--- config.mk ---
export PLATFORM = sky130hd
export DESIGN_NAME = adcc_top
export DESIGN_NICKNAME = d
export VERILOG_FILES = /design/src/adcc_pkg.sv /design/src/adcc_top.sv /design/src/adcc_clkdiv.sv /design/src/adcc_result.sv
export SDC_FILE = /design/constraint.sdc
export NUM_CORES = 1
export LEC_CHECK = 0
export ABC_CLOCK_PERIOD_IN_PS = 3240
export BUFFER_PORTS_ARGS = -buffer_cell sky130_fd_sc_hd__buf_4
export CAP_MARGIN = 20
export CORE_UTILIZATION = 45
export CTS_CLUSTER_SIZE = 20
export DETAILED_ROUTE_END_ITERATION = 10
export GPL_ROUTABILITY_DRIVEN = 0
export PLACE_DENSITY_LB_ADDON = 0.1
export SETUP_SLACK_MARGIN = 0.05
export SYNTH_ARGS = -nofsm -noshare
export SYNTH_HDL_FRONTEND = slang
export SYNTH_HIERARCHICAL = 1
export SYNTH_SLANG_ARGS = --single-unit
--- constraint.sdc ---
create_clock -name clk -period 3.24 [get_ports clk]
set_input_delay 0.324 -clock clk [delete_from_list [all_inputs] [get_ports clk]]
set_output_delay 0.324 -clock clk [all_outputs]
set_load 0.03 [all_outputs]
--- src/adcc_pkg.sv ---
// adcc_pkg: register map, field layout and carriers for the converter control block
// assumes an 8-bit register port and a converter core that returns 12-bit results
package adcc_pkg;

  // register offsets
  localparam logic [7:0] ADCC_OFS_CTRL2   = 8'h31;
  localparam logic [7:0] ADCC_OFS_RES_HI  = 8'h32;
  localparam logic [7:0] ADCC_OFS_RES_LO  = 8'h33;
  localparam logic [7:0] ADCC_OFS_CMP_HI  = 8'h34;
  localparam logic [7:0] ADCC_OFS_CMP_LO  = 8'h35;
  localparam logic [7:0] ADCC_OFS_CONFIG  = 8'h36;
  localparam logic [7:0] ADCC_OFS_IRQ_ST  = 8'h38;
  localparam logic [7:0] ADCC_OFS_IRQ_MSK = 8'h39;
  localparam logic [7:0] ADCC_OFS_RUN     = 8'h3a;

  // conv_status_control_two fields
  localparam int ADCC_POS_ACTIVE  = 7;
  localparam int ADCC_POS_TRIG    = 6;
  localparam int ADCC_POS_CMP_EN  = 5;
  localparam int ADCC_POS_CMP_GT  = 4;
  localparam int ADCC_POS_REF     = 0;

  // converter_config fields
  localparam int ADCC_POS_LOWPWR  = 7;
  localparam int ADCC_POS_DIV     = 5;
  localparam int ADCC_POS_LONG    = 4;
  localparam int ADCC_POS_MODE    = 2;
  localparam int ADCC_POS_CLKSRC  = 0;

  // run control and interrupt fields
  localparam int ADCC_POS_CONT    = 0;
  localparam int ADCC_POS_EV_DONE = 0;
  localparam int ADCC_POS_EV_LOST = 1;

  // reset values
  localparam logic [7:0]  ADCC_RST_BYTE = 8'h00;
  localparam logic [11:0] ADCC_RST_WORD = 12'h000;

  // resolution codes
  localparam logic [1:0] ADCC_MODE_8  = 2'h0;
  localparam logic [1:0] ADCC_MODE_12 = 2'h1;

  // clock source codes
  localparam logic [1:0] ADCC_SRC_BUS  = 2'h0;
  localparam logic [1:0] ADCC_SRC_HALF = 2'h1;

  // settings handed to the converter core
  typedef struct packed {
    logic       low_power_conversion;
    logic       long_sample_select;
    logic [1:0] resolution;
    logic [1:0] clock_source_field;
    logic [1:0] reference_select;
  } adcc_core_cfg_s;

  // result of one conversion from the core
  typedef struct packed {
    logic        done;
    logic [11:0] data;
  } adcc_sar_out_s;

endpackage

--- src/adcc_top.sv ---
// adcc_top: control, compare and result registers of a SAR converter
// assumes a single-cycle byte register port and a core with start/done handshake
//
// Local design decision: the address-and-strobe port.
`timescale 1ns/1ns
module adcc_top
(
  // clock and reset
  input  wire logic                   clk,
  input  wire logic                   rst_n,
  // register port
  input  wire logic [7:0]             reg_addr,
  input  wire logic [7:0]             reg_wr_data,
  input  wire logic                   reg_wr,
  input  wire logic                   reg_rd,
  output logic [7:0]                  reg_rd_data,
  // converter core
  input  wire logic                   hw_trigger,
  input  wire logic                   ext_clk_tick,
  input  wire adcc_pkg::adcc_sar_out_s sar_out,
  output logic                        sar_start,
  output logic                        conv_tick,
  output adcc_pkg::adcc_core_cfg_s    core_cfg,
  // interrupt
  output logic                        irq
);

  typedef struct packed {
    logic        trig_sel;
    logic        cmp_en;
    logic        cmp_gt;
    logic [1:0]  ref_sel;
    logic [11:0] cmp_val;
    logic [7:0]  config_b;
    logic        cont;
    logic [1:0]  ev_st;
    logic [1:0]  ev_msk;
    logic [7:0]  rdata;
    logic        start;
    logic        active;
    logic        irq;
  } adcc_top_s;

  adcc_top_s   st_reg;
  adcc_top_s   st_next;
  logic [11:0] result;
  logic        complete;
  logic        div_tick;

  adcc_clkdiv u_div
  (
    .clk                (clk),
    .rst_n              (rst_n),
    .clock_source_field (st_reg.config_b[adcc_pkg::ADCC_POS_CLKSRC +: 2]),
    .clock_divide_field (st_reg.config_b[adcc_pkg::ADCC_POS_DIV +: 2]),
    .ext_tick           (ext_clk_tick),
    .conv_tick          (div_tick)
  );

  // compare value feeds the match test
  adcc_result u_res
  (
    .clk                    (clk),
    .rst_n                  (rst_n),
    .sar                    (sar_out),
    .resolution             (st_reg.config_b[adcc_pkg::ADCC_POS_MODE +: 2]),
    .compare_enable         (st_reg.cmp_en),
    .compare_greater_select (st_reg.cmp_gt),
    .compare_value          (st_reg.cmp_val),
    .result                 (result),
    .complete               (complete)
  );

  always_comb
  begin
    logic       wr_c2;
    logic       sw_go;
    logic       hw_go;
    logic       re_go;
    logic [1:0] ev_set;
    logic [1:0] ev_clr;
    wr_c2   = reg_wr && reg_addr == adcc_pkg::ADCC_OFS_CTRL2;
    sw_go   = 1'b0;
    hw_go   = 1'b0;
    re_go   = 1'b0;
    ev_set  = 2'h0;
    ev_clr  = 2'h0;
    st_next = st_reg;
    st_next.start = 1'b0;

    // register writes; result addresses have no write path
    // result bytes absent here
    if (reg_wr)
    begin
      case (reg_addr)
        adcc_pkg::ADCC_OFS_CTRL2:
        begin
          st_next.trig_sel = reg_wr_data[adcc_pkg::ADCC_POS_TRIG];
          st_next.cmp_en   = reg_wr_data[adcc_pkg::ADCC_POS_CMP_EN];
          st_next.cmp_gt   = reg_wr_data[adcc_pkg::ADCC_POS_CMP_GT];
          st_next.ref_sel  = reg_wr_data[adcc_pkg::ADCC_POS_REF +: 2];
        end
        adcc_pkg::ADCC_OFS_CMP_HI: st_next.cmp_val[11:8] = reg_wr_data[3:0];
        adcc_pkg::ADCC_OFS_CMP_LO: st_next.cmp_val[7:0] = reg_wr_data;
        adcc_pkg::ADCC_OFS_CONFIG: st_next.config_b = reg_wr_data;
        adcc_pkg::ADCC_OFS_IRQ_ST: ev_clr = reg_wr_data[1:0];
        adcc_pkg::ADCC_OFS_IRQ_MSK: st_next.ev_msk = reg_wr_data[1:0];
        adcc_pkg::ADCC_OFS_RUN: st_next.cont = reg_wr_data[adcc_pkg::ADCC_POS_CONT];
        default:
        begin
          st_next.cont = st_reg.cont;
        end
      endcase
    end

    // software start follows the written select bit
    sw_go = wr_c2 && !reg_wr_data[adcc_pkg::ADCC_POS_TRIG];
    hw_go = hw_trigger && st_reg.trig_sel;
    // continuous mode rearms itself under the software trigger; in compare mode a match does not stop it
    re_go = sar_out.done && st_reg.cont && !st_reg.trig_sel;

    if (sar_out.done)
    begin
      st_next.active = 1'b0;
    end
    if ((sw_go || hw_go || re_go) && (!st_reg.active || sar_out.done) && !st_reg.start)
    begin
      st_next.start  = 1'b1;
      st_next.active = 1'b1;
    end
    else if (hw_go)
    begin
      // a trigger during a conversion is dropped; flag it
      ev_set[adcc_pkg::ADCC_POS_EV_LOST] = 1'b1;
    end

    // done event after every capture; in compare mode only after a matched one
    ev_set[adcc_pkg::ADCC_POS_EV_DONE] = ev_set[adcc_pkg::ADCC_POS_EV_DONE] | complete;
    // set beats a clear in the same cycle
    st_next.ev_st = (st_reg.ev_st & ~ev_clr) | ev_set;
    st_next.irq   = |(st_next.ev_st & st_next.ev_msk);

    // read data one cycle later; unmapped reads zero
    st_next.rdata = adcc_pkg::ADCC_RST_BYTE;
    if (reg_rd)
    begin
      case (reg_addr)
        adcc_pkg::ADCC_OFS_CTRL2:
          st_next.rdata = {st_reg.active, st_reg.trig_sel, st_reg.cmp_en,
                           st_reg.cmp_gt, 2'h0, st_reg.ref_sel};
        adcc_pkg::ADCC_OFS_RES_HI: st_next.rdata = {4'h0, result[11:8]};
        adcc_pkg::ADCC_OFS_RES_LO: st_next.rdata = result[7:0];
        adcc_pkg::ADCC_OFS_CMP_HI: st_next.rdata = {4'h0, st_reg.cmp_val[11:8]};
        adcc_pkg::ADCC_OFS_CMP_LO: st_next.rdata = st_reg.cmp_val[7:0];
        adcc_pkg::ADCC_OFS_CONFIG: st_next.rdata = st_reg.config_b;
        adcc_pkg::ADCC_OFS_IRQ_ST: st_next.rdata = {6'h0, st_reg.ev_st};
        adcc_pkg::ADCC_OFS_IRQ_MSK: st_next.rdata = {6'h0, st_reg.ev_msk};
        adcc_pkg::ADCC_OFS_RUN: st_next.rdata = {7'h0, st_reg.cont};
        default: st_next.rdata = adcc_pkg::ADCC_RST_BYTE;
      endcase
    end
  end

  always_ff @(posedge clk)
  begin
    if (!rst_n)
    begin
      st_reg <= '0;
    end
    else
    begin
      st_reg <= st_next;
    end
  end

  // settings to the core, all from flops
  // fields passed through
  assign core_cfg.low_power_conversion = st_reg.config_b[adcc_pkg::ADCC_POS_LOWPWR];
  assign core_cfg.long_sample_select   = st_reg.config_b[adcc_pkg::ADCC_POS_LONG];
  assign core_cfg.resolution           = st_reg.config_b[adcc_pkg::ADCC_POS_MODE +: 2];
  assign core_cfg.clock_source_field   = st_reg.config_b[adcc_pkg::ADCC_POS_CLKSRC +: 2];
  assign core_cfg.reference_select     = st_reg.ref_sel;
  assign sar_start   = st_reg.start;
  assign conv_tick   = div_tick;
  assign reg_rd_data = st_reg.rdata;
  assign irq         = st_reg.irq;

  a_hw_start_go: assert property (@(posedge clk) disable iff (!rst_n)
    (hw_trigger && st_reg.trig_sel && !st_reg.active && !sar_start) |=> sar_start)
    else $error("hardware trigger did not start a conversion");

  a_sw_start_go: assert property (@(posedge clk) disable iff (!rst_n)
    (reg_wr && reg_addr == 8'h31 && !reg_wr_data[6] && !st_reg.active && !sar_start)
    |=> sar_start ##1 !sar_start)
    else $error("software write did not start one conversion");

  a_sw_no_start: assert property (@(posedge clk) disable iff (!rst_n)
    (reg_wr && reg_addr == 8'h31 && reg_wr_data[6] && !hw_trigger && !sar_out.done)
    |=> !sar_start)
    else $error("software write started a hardware-trigger conversion");

  a_ref_select: assert property (@(posedge clk) disable iff (!rst_n)
    (reg_wr && reg_addr == 8'h31) |=> core_cfg.reference_select == $past(reg_wr_data[1:0]))
    else $error("reference select not driven from the written field");

  a_mode_bits: assert property (@(posedge clk) disable iff (!rst_n)
    (reg_wr && reg_addr == 8'h31) |=> (st_reg.cmp_en == $past(reg_wr_data[5])
      && st_reg.cmp_gt == $past(reg_wr_data[4])))
    else $error("compare mode bits not stored");

  a_result_ro: assert property (@(posedge clk) disable iff (!rst_n)
    (reg_wr && (reg_addr == 8'h32 || reg_addr == 8'h33) && !sar_out.done)
    |=> $stable(result))
    else $error("write changed the result");

  a_cmp_high_write: assert property (@(posedge clk) disable iff (!rst_n)
    (reg_wr && reg_addr == 8'h34) |=> (st_reg.cmp_val[11:8] == $past(reg_wr_data[3:0])
      && $stable(st_reg.cmp_val[7:0])))
    else $error("compare high write wrong");

  a_cmp_readback: assert property (@(posedge clk) disable iff (!rst_n)
    (reg_rd && reg_addr == 8'h34 && !reg_wr) |=> reg_rd_data == {4'h0, $past(st_reg.cmp_val[11:8])})
    else $error("compare high readback wrong");

  a_res_high_read: assert property (@(posedge clk) disable iff (!rst_n)
    (reg_rd && reg_addr == 8'h32) |=> reg_rd_data == {4'h0, $past(result[11:8])})
    else $error("result high byte layout wrong");

  a_done_sticky: assert property (@(posedge clk) disable iff (!rst_n)
    (complete && st_reg.ev_msk[0] && !(reg_wr && reg_addr == adcc_pkg::ADCC_OFS_IRQ_MSK))
    |=> (st_reg.ev_st[0] && irq))
    else $error("completion flag or interrupt wrong");

  a_lost_flag: assert property (@(posedge clk) disable iff (!rst_n)
    (hw_trigger && st_reg.trig_sel && st_reg.active && !sar_out.done) |=> st_reg.ev_st[1])
    else $error("dropped trigger not flagged");

  a_cmp_low_write: assert property (@(posedge clk) disable iff (!rst_n)
    (reg_wr && reg_addr == adcc_pkg::ADCC_OFS_CMP_LO) |=> (st_reg.cmp_val[7:0] == $past(reg_wr_data)
      && $stable(st_reg.cmp_val[11:8])))
    else $error("compare low write wrong");

  a_cmp_low_read: assert property (@(posedge clk) disable iff (!rst_n)
    (reg_rd && reg_addr == adcc_pkg::ADCC_OFS_CMP_LO) |=> reg_rd_data == $past(st_reg.cmp_val[7:0]))
    else $error("compare low readback wrong");

  a_res_low_read: assert property (@(posedge clk) disable iff (!rst_n)
    (reg_rd && reg_addr == adcc_pkg::ADCC_OFS_RES_LO) |=> reg_rd_data == $past(result[7:0]))
    else $error("result low byte wrong");

  a_mode_out: assert property (@(posedge clk) disable iff (!rst_n)
    (reg_wr && reg_addr == adcc_pkg::ADCC_OFS_CONFIG)
    |=> core_cfg.resolution == $past(reg_wr_data[adcc_pkg::ADCC_POS_MODE +: 2]))
    else $error("resolution not passed to the core");

  a_src_out: assert property (@(posedge clk) disable iff (!rst_n)
    (reg_wr && reg_addr == adcc_pkg::ADCC_OFS_CONFIG)
    |=> core_cfg.clock_source_field == $past(reg_wr_data[adcc_pkg::ADCC_POS_CLKSRC +: 2]))
    else $error("clock source not passed to the core");

  a_operand_less: assert property (@(posedge clk) disable iff (!rst_n)
    (complete && $past(st_reg.cmp_en) && !$past(st_reg.cmp_gt)) |-> result < $past(st_reg.cmp_val))
    else $error("less-than capture without a match");

  a_operand_more: assert property (@(posedge clk) disable iff (!rst_n)
    (complete && $past(st_reg.cmp_en) && $past(st_reg.cmp_gt)) |-> result > $past(st_reg.cmp_val))
    else $error("greater-than capture without a match");

  a_start_pulse: assert property (@(posedge clk) disable iff (!rst_n)
    sar_start |=> !sar_start)
    else $error("start pulse longer than one cycle");

  a_trig_store: assert property (@(posedge clk) disable iff (!rst_n)
    (reg_wr && reg_addr == adcc_pkg::ADCC_OFS_CTRL2)
    |=> st_reg.trig_sel == $past(reg_wr_data[adcc_pkg::ADCC_POS_TRIG]))
    else $error("trigger select not stored");

  c_hw_conv: cover property (@(posedge clk) disable iff (!rst_n)
    sar_start && st_reg.trig_sel ##[1:200] sar_out.done);

  c_cmp_match: cover property (@(posedge clk) disable iff (!rst_n)
    complete && st_reg.cmp_en);

  c_irq_raise: cover property (@(posedge clk) disable iff (!rst_n)
    $rose(irq));

  c_cont_rearm: cover property (@(posedge clk) disable iff (!rst_n)
    sar_out.done && st_reg.cont ##1 sar_start);

endmodule

--- src/adcc_clkdiv.sv ---
// adcc_clkdiv: converter clock enable from the selected source and divide ratio
// assumes ext_tick is a one-cycle pulse already in the clk domain
`timescale 1ns/1ns
module adcc_clkdiv
(
  // clock and reset
  input  wire logic       clk,
  input  wire logic       rst_n,
  // selection
  input  wire logic [1:0] clock_source_field,
  input  wire logic [1:0] clock_divide_field,
  input  wire logic       ext_tick,
  // enable out
  output logic            conv_tick
);

  typedef struct packed {
    logic       half;
    logic [2:0] cnt;
    logic       tick;
    logic [3:0] sel;
  } adcc_div_s;

  adcc_div_s st_reg;
  adcc_div_s st_next;

  always_comb
  begin
    logic       base_en;
    logic [2:0] limit;
    base_en = 1'b0;
    limit   = 3'h0;
    st_next = st_reg;
    st_next.half = ~st_reg.half;
    st_next.tick = 1'b0;
    st_next.sel  = {clock_source_field, clock_divide_field};
    case (clock_source_field)
      adcc_pkg::ADCC_SRC_BUS:  base_en = 1'b1;
      adcc_pkg::ADCC_SRC_HALF: base_en = st_reg.half;
      default:                 base_en = ext_tick;
    endcase
    limit = 3'((4'h1 << clock_divide_field) - 4'h1);
    // restart the count on a new setting so no short period escapes
    if (st_next.sel != st_reg.sel)
    begin
      st_next.cnt = 3'h0;
    end
    else if (base_en)
    begin
      if (st_reg.cnt >= limit)
      begin
        st_next.cnt  = 3'h0;
        st_next.tick = 1'b1;
      end
      else
      begin
        st_next.cnt = st_reg.cnt + 3'h1;
      end
    end
  end

  always_ff @(posedge clk)
  begin
    if (!rst_n)
    begin
      st_reg <= '0;
    end
    else
    begin
      st_reg <= st_next;
    end
  end

  assign conv_tick = st_reg.tick;

  a_div_eight_gap: assert property (@(posedge clk) disable iff (!rst_n)
    (conv_tick && clock_divide_field == 2'h3) |=> !conv_tick [*7])
    else $error("divide by 8 tick came early");

  a_bus_full_rate: assert property (@(posedge clk) disable iff (!rst_n)
    (clock_source_field == 2'h0 && clock_divide_field == 2'h0 && $stable(st_reg.sel)
     && $past(clock_source_field) == 2'h0 && $past(clock_divide_field) == 2'h0)
    |=> conv_tick)
    else $error("bus clock divide by 1 missed a tick");

endmodule

--- src/adcc_result.sv ---
// adcc_result: result capture, justification and compare test
// assumes the core returns its result MSB-aligned in 12 bits
`timescale 1ns/1ns
module adcc_result
(
  // clock and reset
  input  wire logic                   clk,
  input  wire logic                   rst_n,
  // from the core
  input  wire adcc_pkg::adcc_sar_out_s sar,
  // settings
  input  wire logic [1:0]             resolution,
  input  wire logic                   compare_enable,
  input  wire logic                   compare_greater_select,
  input  wire logic [11:0]            compare_value,
  // outputs
  output logic [11:0]                 result,
  output logic                        complete
);

  typedef struct packed {
    logic [11:0] res;
    logic        done;
  } adcc_res_s;

  adcc_res_s st_reg;
  adcc_res_s st_next;
  logic [11:0] just;
  logic        match;

  always_comb
  begin
    case (resolution)
      adcc_pkg::ADCC_MODE_8:  just = {4'h0, sar.data[11:4]};
      adcc_pkg::ADCC_MODE_12: just = sar.data;
      default:                just = {2'h0, sar.data[11:2]};
    endcase
    if (compare_greater_select)
    begin
      match = just > compare_value;
    end
    else
    begin
      match = just < compare_value;
    end
    st_next = st_reg;
    st_next.done = 1'b0;
    // capture on every done, or in compare mode only on a true compare
    if (sar.done && (!compare_enable || match))
    begin
      st_next.res  = just;
      st_next.done = 1'b1;
    end
  end

  always_ff @(posedge clk)
  begin
    if (!rst_n)
    begin
      st_reg <= '0;
    end
    else
    begin
      st_reg <= st_next;
    end
  end

  assign result   = st_reg.res;
  assign complete = st_reg.done;

  a_no_false_done: assert property (@(posedge clk) disable iff (!rst_n)
    (sar.done && compare_enable && !match) |=> (!complete && $stable(result)))
    else $error("completion without compare match");

  a_capture_value: assert property (@(posedge clk) disable iff (!rst_n)
    (sar.done && !compare_enable && resolution == 2'h1)
    |=> (complete && result == $past(sar.data)))
    else $error("result not captured at conversion end");

  a_justify_eight: assert property (@(posedge clk) disable iff (!rst_n)
    (sar.done && !compare_enable && resolution == 2'h0)
    |=> result == {4'h0, $past(sar.data[11:4])})
    else $error("8-bit result not right-justified");

  a_hold_result: assert property (@(posedge clk) disable iff (!rst_n)
    !sar.done |=> $stable(result))
    else $error("result changed without a capture");

endmodule

==> out/metrics.cfg <==
[status]
status = completed

[global_route]
grt_overflow = 0
grt_start_max_net_pins = 67
antenna_found_initial = 0
grt_pass1_vias = 2727
grt.total_usage_pct = 21.3
grt_pass1_wl_um = 13800

[floorplan]
die_h_um = 91.6
num_io_pins = 54
dieWidth_um = 91.6
core_area_sq_um = 7730
die_area_sq_um = 8380
start_util_pct = 46.7
fp-row-count = 32

[critical_path]
rr_worst_depth = 9
cp-startpoint = core_cfg[4]
crit_required_ns = 3.50
cp_slowest_cell = dfxtp_2
path_cells = nor2b_1 > a22o_1 > ha_1 > a21oi_1 > nor2_1 > a211oi_1 > a311oi_2 > o21ai_4 > mux2i_1
r2r_start = core_cfg[4]
crit_path_max_fanout = 13
r2r-end = u_res/result[1]
timing_worst_setup_path_type = reg -> reg
end_kind = flip-flop
critPathArrivalTime_ns = 3.09
max_stage_delay_ns = 0.51
regToRegSetupSlack_ns = 0.41
cp-start-kind = flip-flop

[worst_hold_path]
hold_depth = 3
hp-start = reg_wr_data[7]
min_to = st_reg[31]
hold_path.class = in -> reg

[timing]
timing.fmax_ghz = 0.354
worst_pin_slew_ns = 0.614
skew_ns = 0.0103
tns_ns = 0
hold_viol_final = 0
fin_crit_sh_pct = 87.2
relSlewSlack_pct = 58.7
setup_viol = 0
slew_viol_final = 0
period_minus_slack_ns = 2.83
rsz0062_at_grt = false

[route]
drt_iter0_drc = 142
viasPerCell = 5.32
drt_pre_antenna_iters = 4
num_vias = 2855
drc = 0
postRouteAntennaNets = 0
wl_um = 8450
wl_per_cell_um = 15.7

[power]
ir_drop_mv = 0.235
pwr-share-seq_pct = 49.2
pwr_density_cell_nw_per_um2 = 388
p_switching_uw = 370
combPwrFrac_pct = 9.2
p_leak_uw = 0.00166
p_clk_share_pct = 41.6
internal_power_uw = 1240
switching_share_pct = 23.1

[final_layout]
n_antenna_cell = 0
syn_to_final_growth_pct = 14.5
finish.utilization_pct = 53.5
register_area_sq_um = 1260
drive_gt1_share_pct = 19.1
nNetsFinal = 484
multi_input_area_sq_um = 2060
largest_register_ffs = 23
fillerInstances = 720

[synthesis]
synth_most_common_cell = dfxtp_1
netlist_top_cells_area = dfxtp_1, mux2i_1, nor2b_1, ha_1, nand2_1
synth.distinct_cells = 56
synth.avg_cell_area_sq_um = 9.02
syn_inst = 400
ys_async_sr_fraction_pct = 0
synth_top_cell_by_area = dfxtp_1
synth_top_area_share_pct = 34.9
synth_seq_area_share_pct = 34.9
synth_edf_count = 0
ys_warn_count = 6
syn_area_sq_um = 3610
syn_nets = 451
synth_seq_cells = 63
synthFlopType = dfxtp_1
synth_common_cells = dfxtp_1, mux2i_1, nand2_1

[placement]
port_buffers = 53
hpwl_um = 6370

[job]
drv_cap = 0

[cts]
numCtsBuffers = 9
postCtsSetupBuffers = 0
cts_tree = built
cts_buffer_depth = 2
cts.sinks = 63
root_buffer = clkbuf_8
path_clk_slew_ns = 0.07
clk_latency_ns = 0.34
h-tree-depth = 3

power groups by stage:
stage / Sequential [uW] / Clock (uW) / Combinational, uW
floorplan: 807 / 0 / 82.9
global placement: 807 / 0 / 147
detailed placement: 808 / 0 / 148
CTS: 790 / 682 / 148
global route: 791 / 723 / 161
finish: 790 / 668 / 148
cells by family after synthesis:
| logic type | after synthesis | share of synthesized area, % |
|---|---|---|
| mux | 56 | 15.6 |
| simple gates | 144 | 23.1 |
| fa+ha+maj | 16 | 5.55 |
| compound gates | 61 | 12.0 |
| xor+xnor | 3 | 0.728 |
| buf+inv | 57 | 8.11 |
| flops | 63 | 34.9 |
per-stage QoR:
stage	worst slack, ns	cell area (sq um)	total power [uW]	hold WS, ns	std cells
finish	0.413	4130	1610	0.257	537
global route	0.248	4130	1680	0.253	537
CTS	0.269	4130	1620	0.242	537
detailed placement	0.295	3950	955	0.400	524
global placement	0.435	3950	954	0.393	524
floorplan	0.608	3610	890	0.383	400
cells in the final DEF, fill, tap and decap left out, types with 3 or more instances in the layout:
cell	instances
o211ai_1	3
a22oi_1	6
dfxtp_1	62
o21ai_0	10
and2_1	7
nand2_1	48
a21oi_1	14
clkbuf_8	11
ha_1	16
mux2i_1	54
buf_4	55
nand2b_1	5
o22ai_1	3
nand3b_1	4
inv_1	24
nand4_1	7
nor3_1	5
a22o_1	6
nor2_1	14
nor2b_1	35
metal layers:
metal | track usage (%) | routed length [um] | up-vias
met1 | 29.0 | 4180 | 1344
met3 | 4.61 | 253 | 6
met5 | 0 | 0 | -
met4 | 6.08 | 78 | 0
li1 | - | - | 1459
met2 | 33.8 | 3940 | 46
area by class of cell:
| class | instances | share of cell area (%) |
|---|---|---|
| clock buffer | 12 | 3.75 |
| clock inverter | 1 | 0.726 |
| inverter | 24 | 2.18 |
| multi-input combinational | 280 | 49.7 |
| sequential | 63 | 30.5 |
| tap | 102 | 3.09 |
| timing repair buffer | 55 | 9.99 |
worst max path at each step:
stage / endpoint / slack (ns) / depth (start not counted)
6_report: u_res/result[1] / 0.41 / 9
5_1_grt: u_res/result[2] / 0.25 / 9
4_1_cts: u_res/result[8] / 0.27 / 9
3_5_place_dp: u_res/result[8] / 0.29 / 9
3_3_place_gp: u_res/result[5] / 0.44 / 9
2_1_floorplan: u_res/result[0] / 0.61 / 11
critical path, delay by kind of cell, from the launching register on:
kind	cells	cell delay [ns]
multiplexers	1	0.24
adder cells (fa/ha/maj)	1	0.25
AND/OR/NAND/NOR	2	0.35
flip-flops	1	0.51
AO/OA/AOI/OAI	5	1.38
repair_timing:
action / CTS / global route
hold endpoints to repair: 0 / 0
hold buffers: 0 / 0
resized for setup: 0 / 1
endpoints found under the setup margin: 0 / 3
Note: power is estimated with default switching activity, not from simulation.
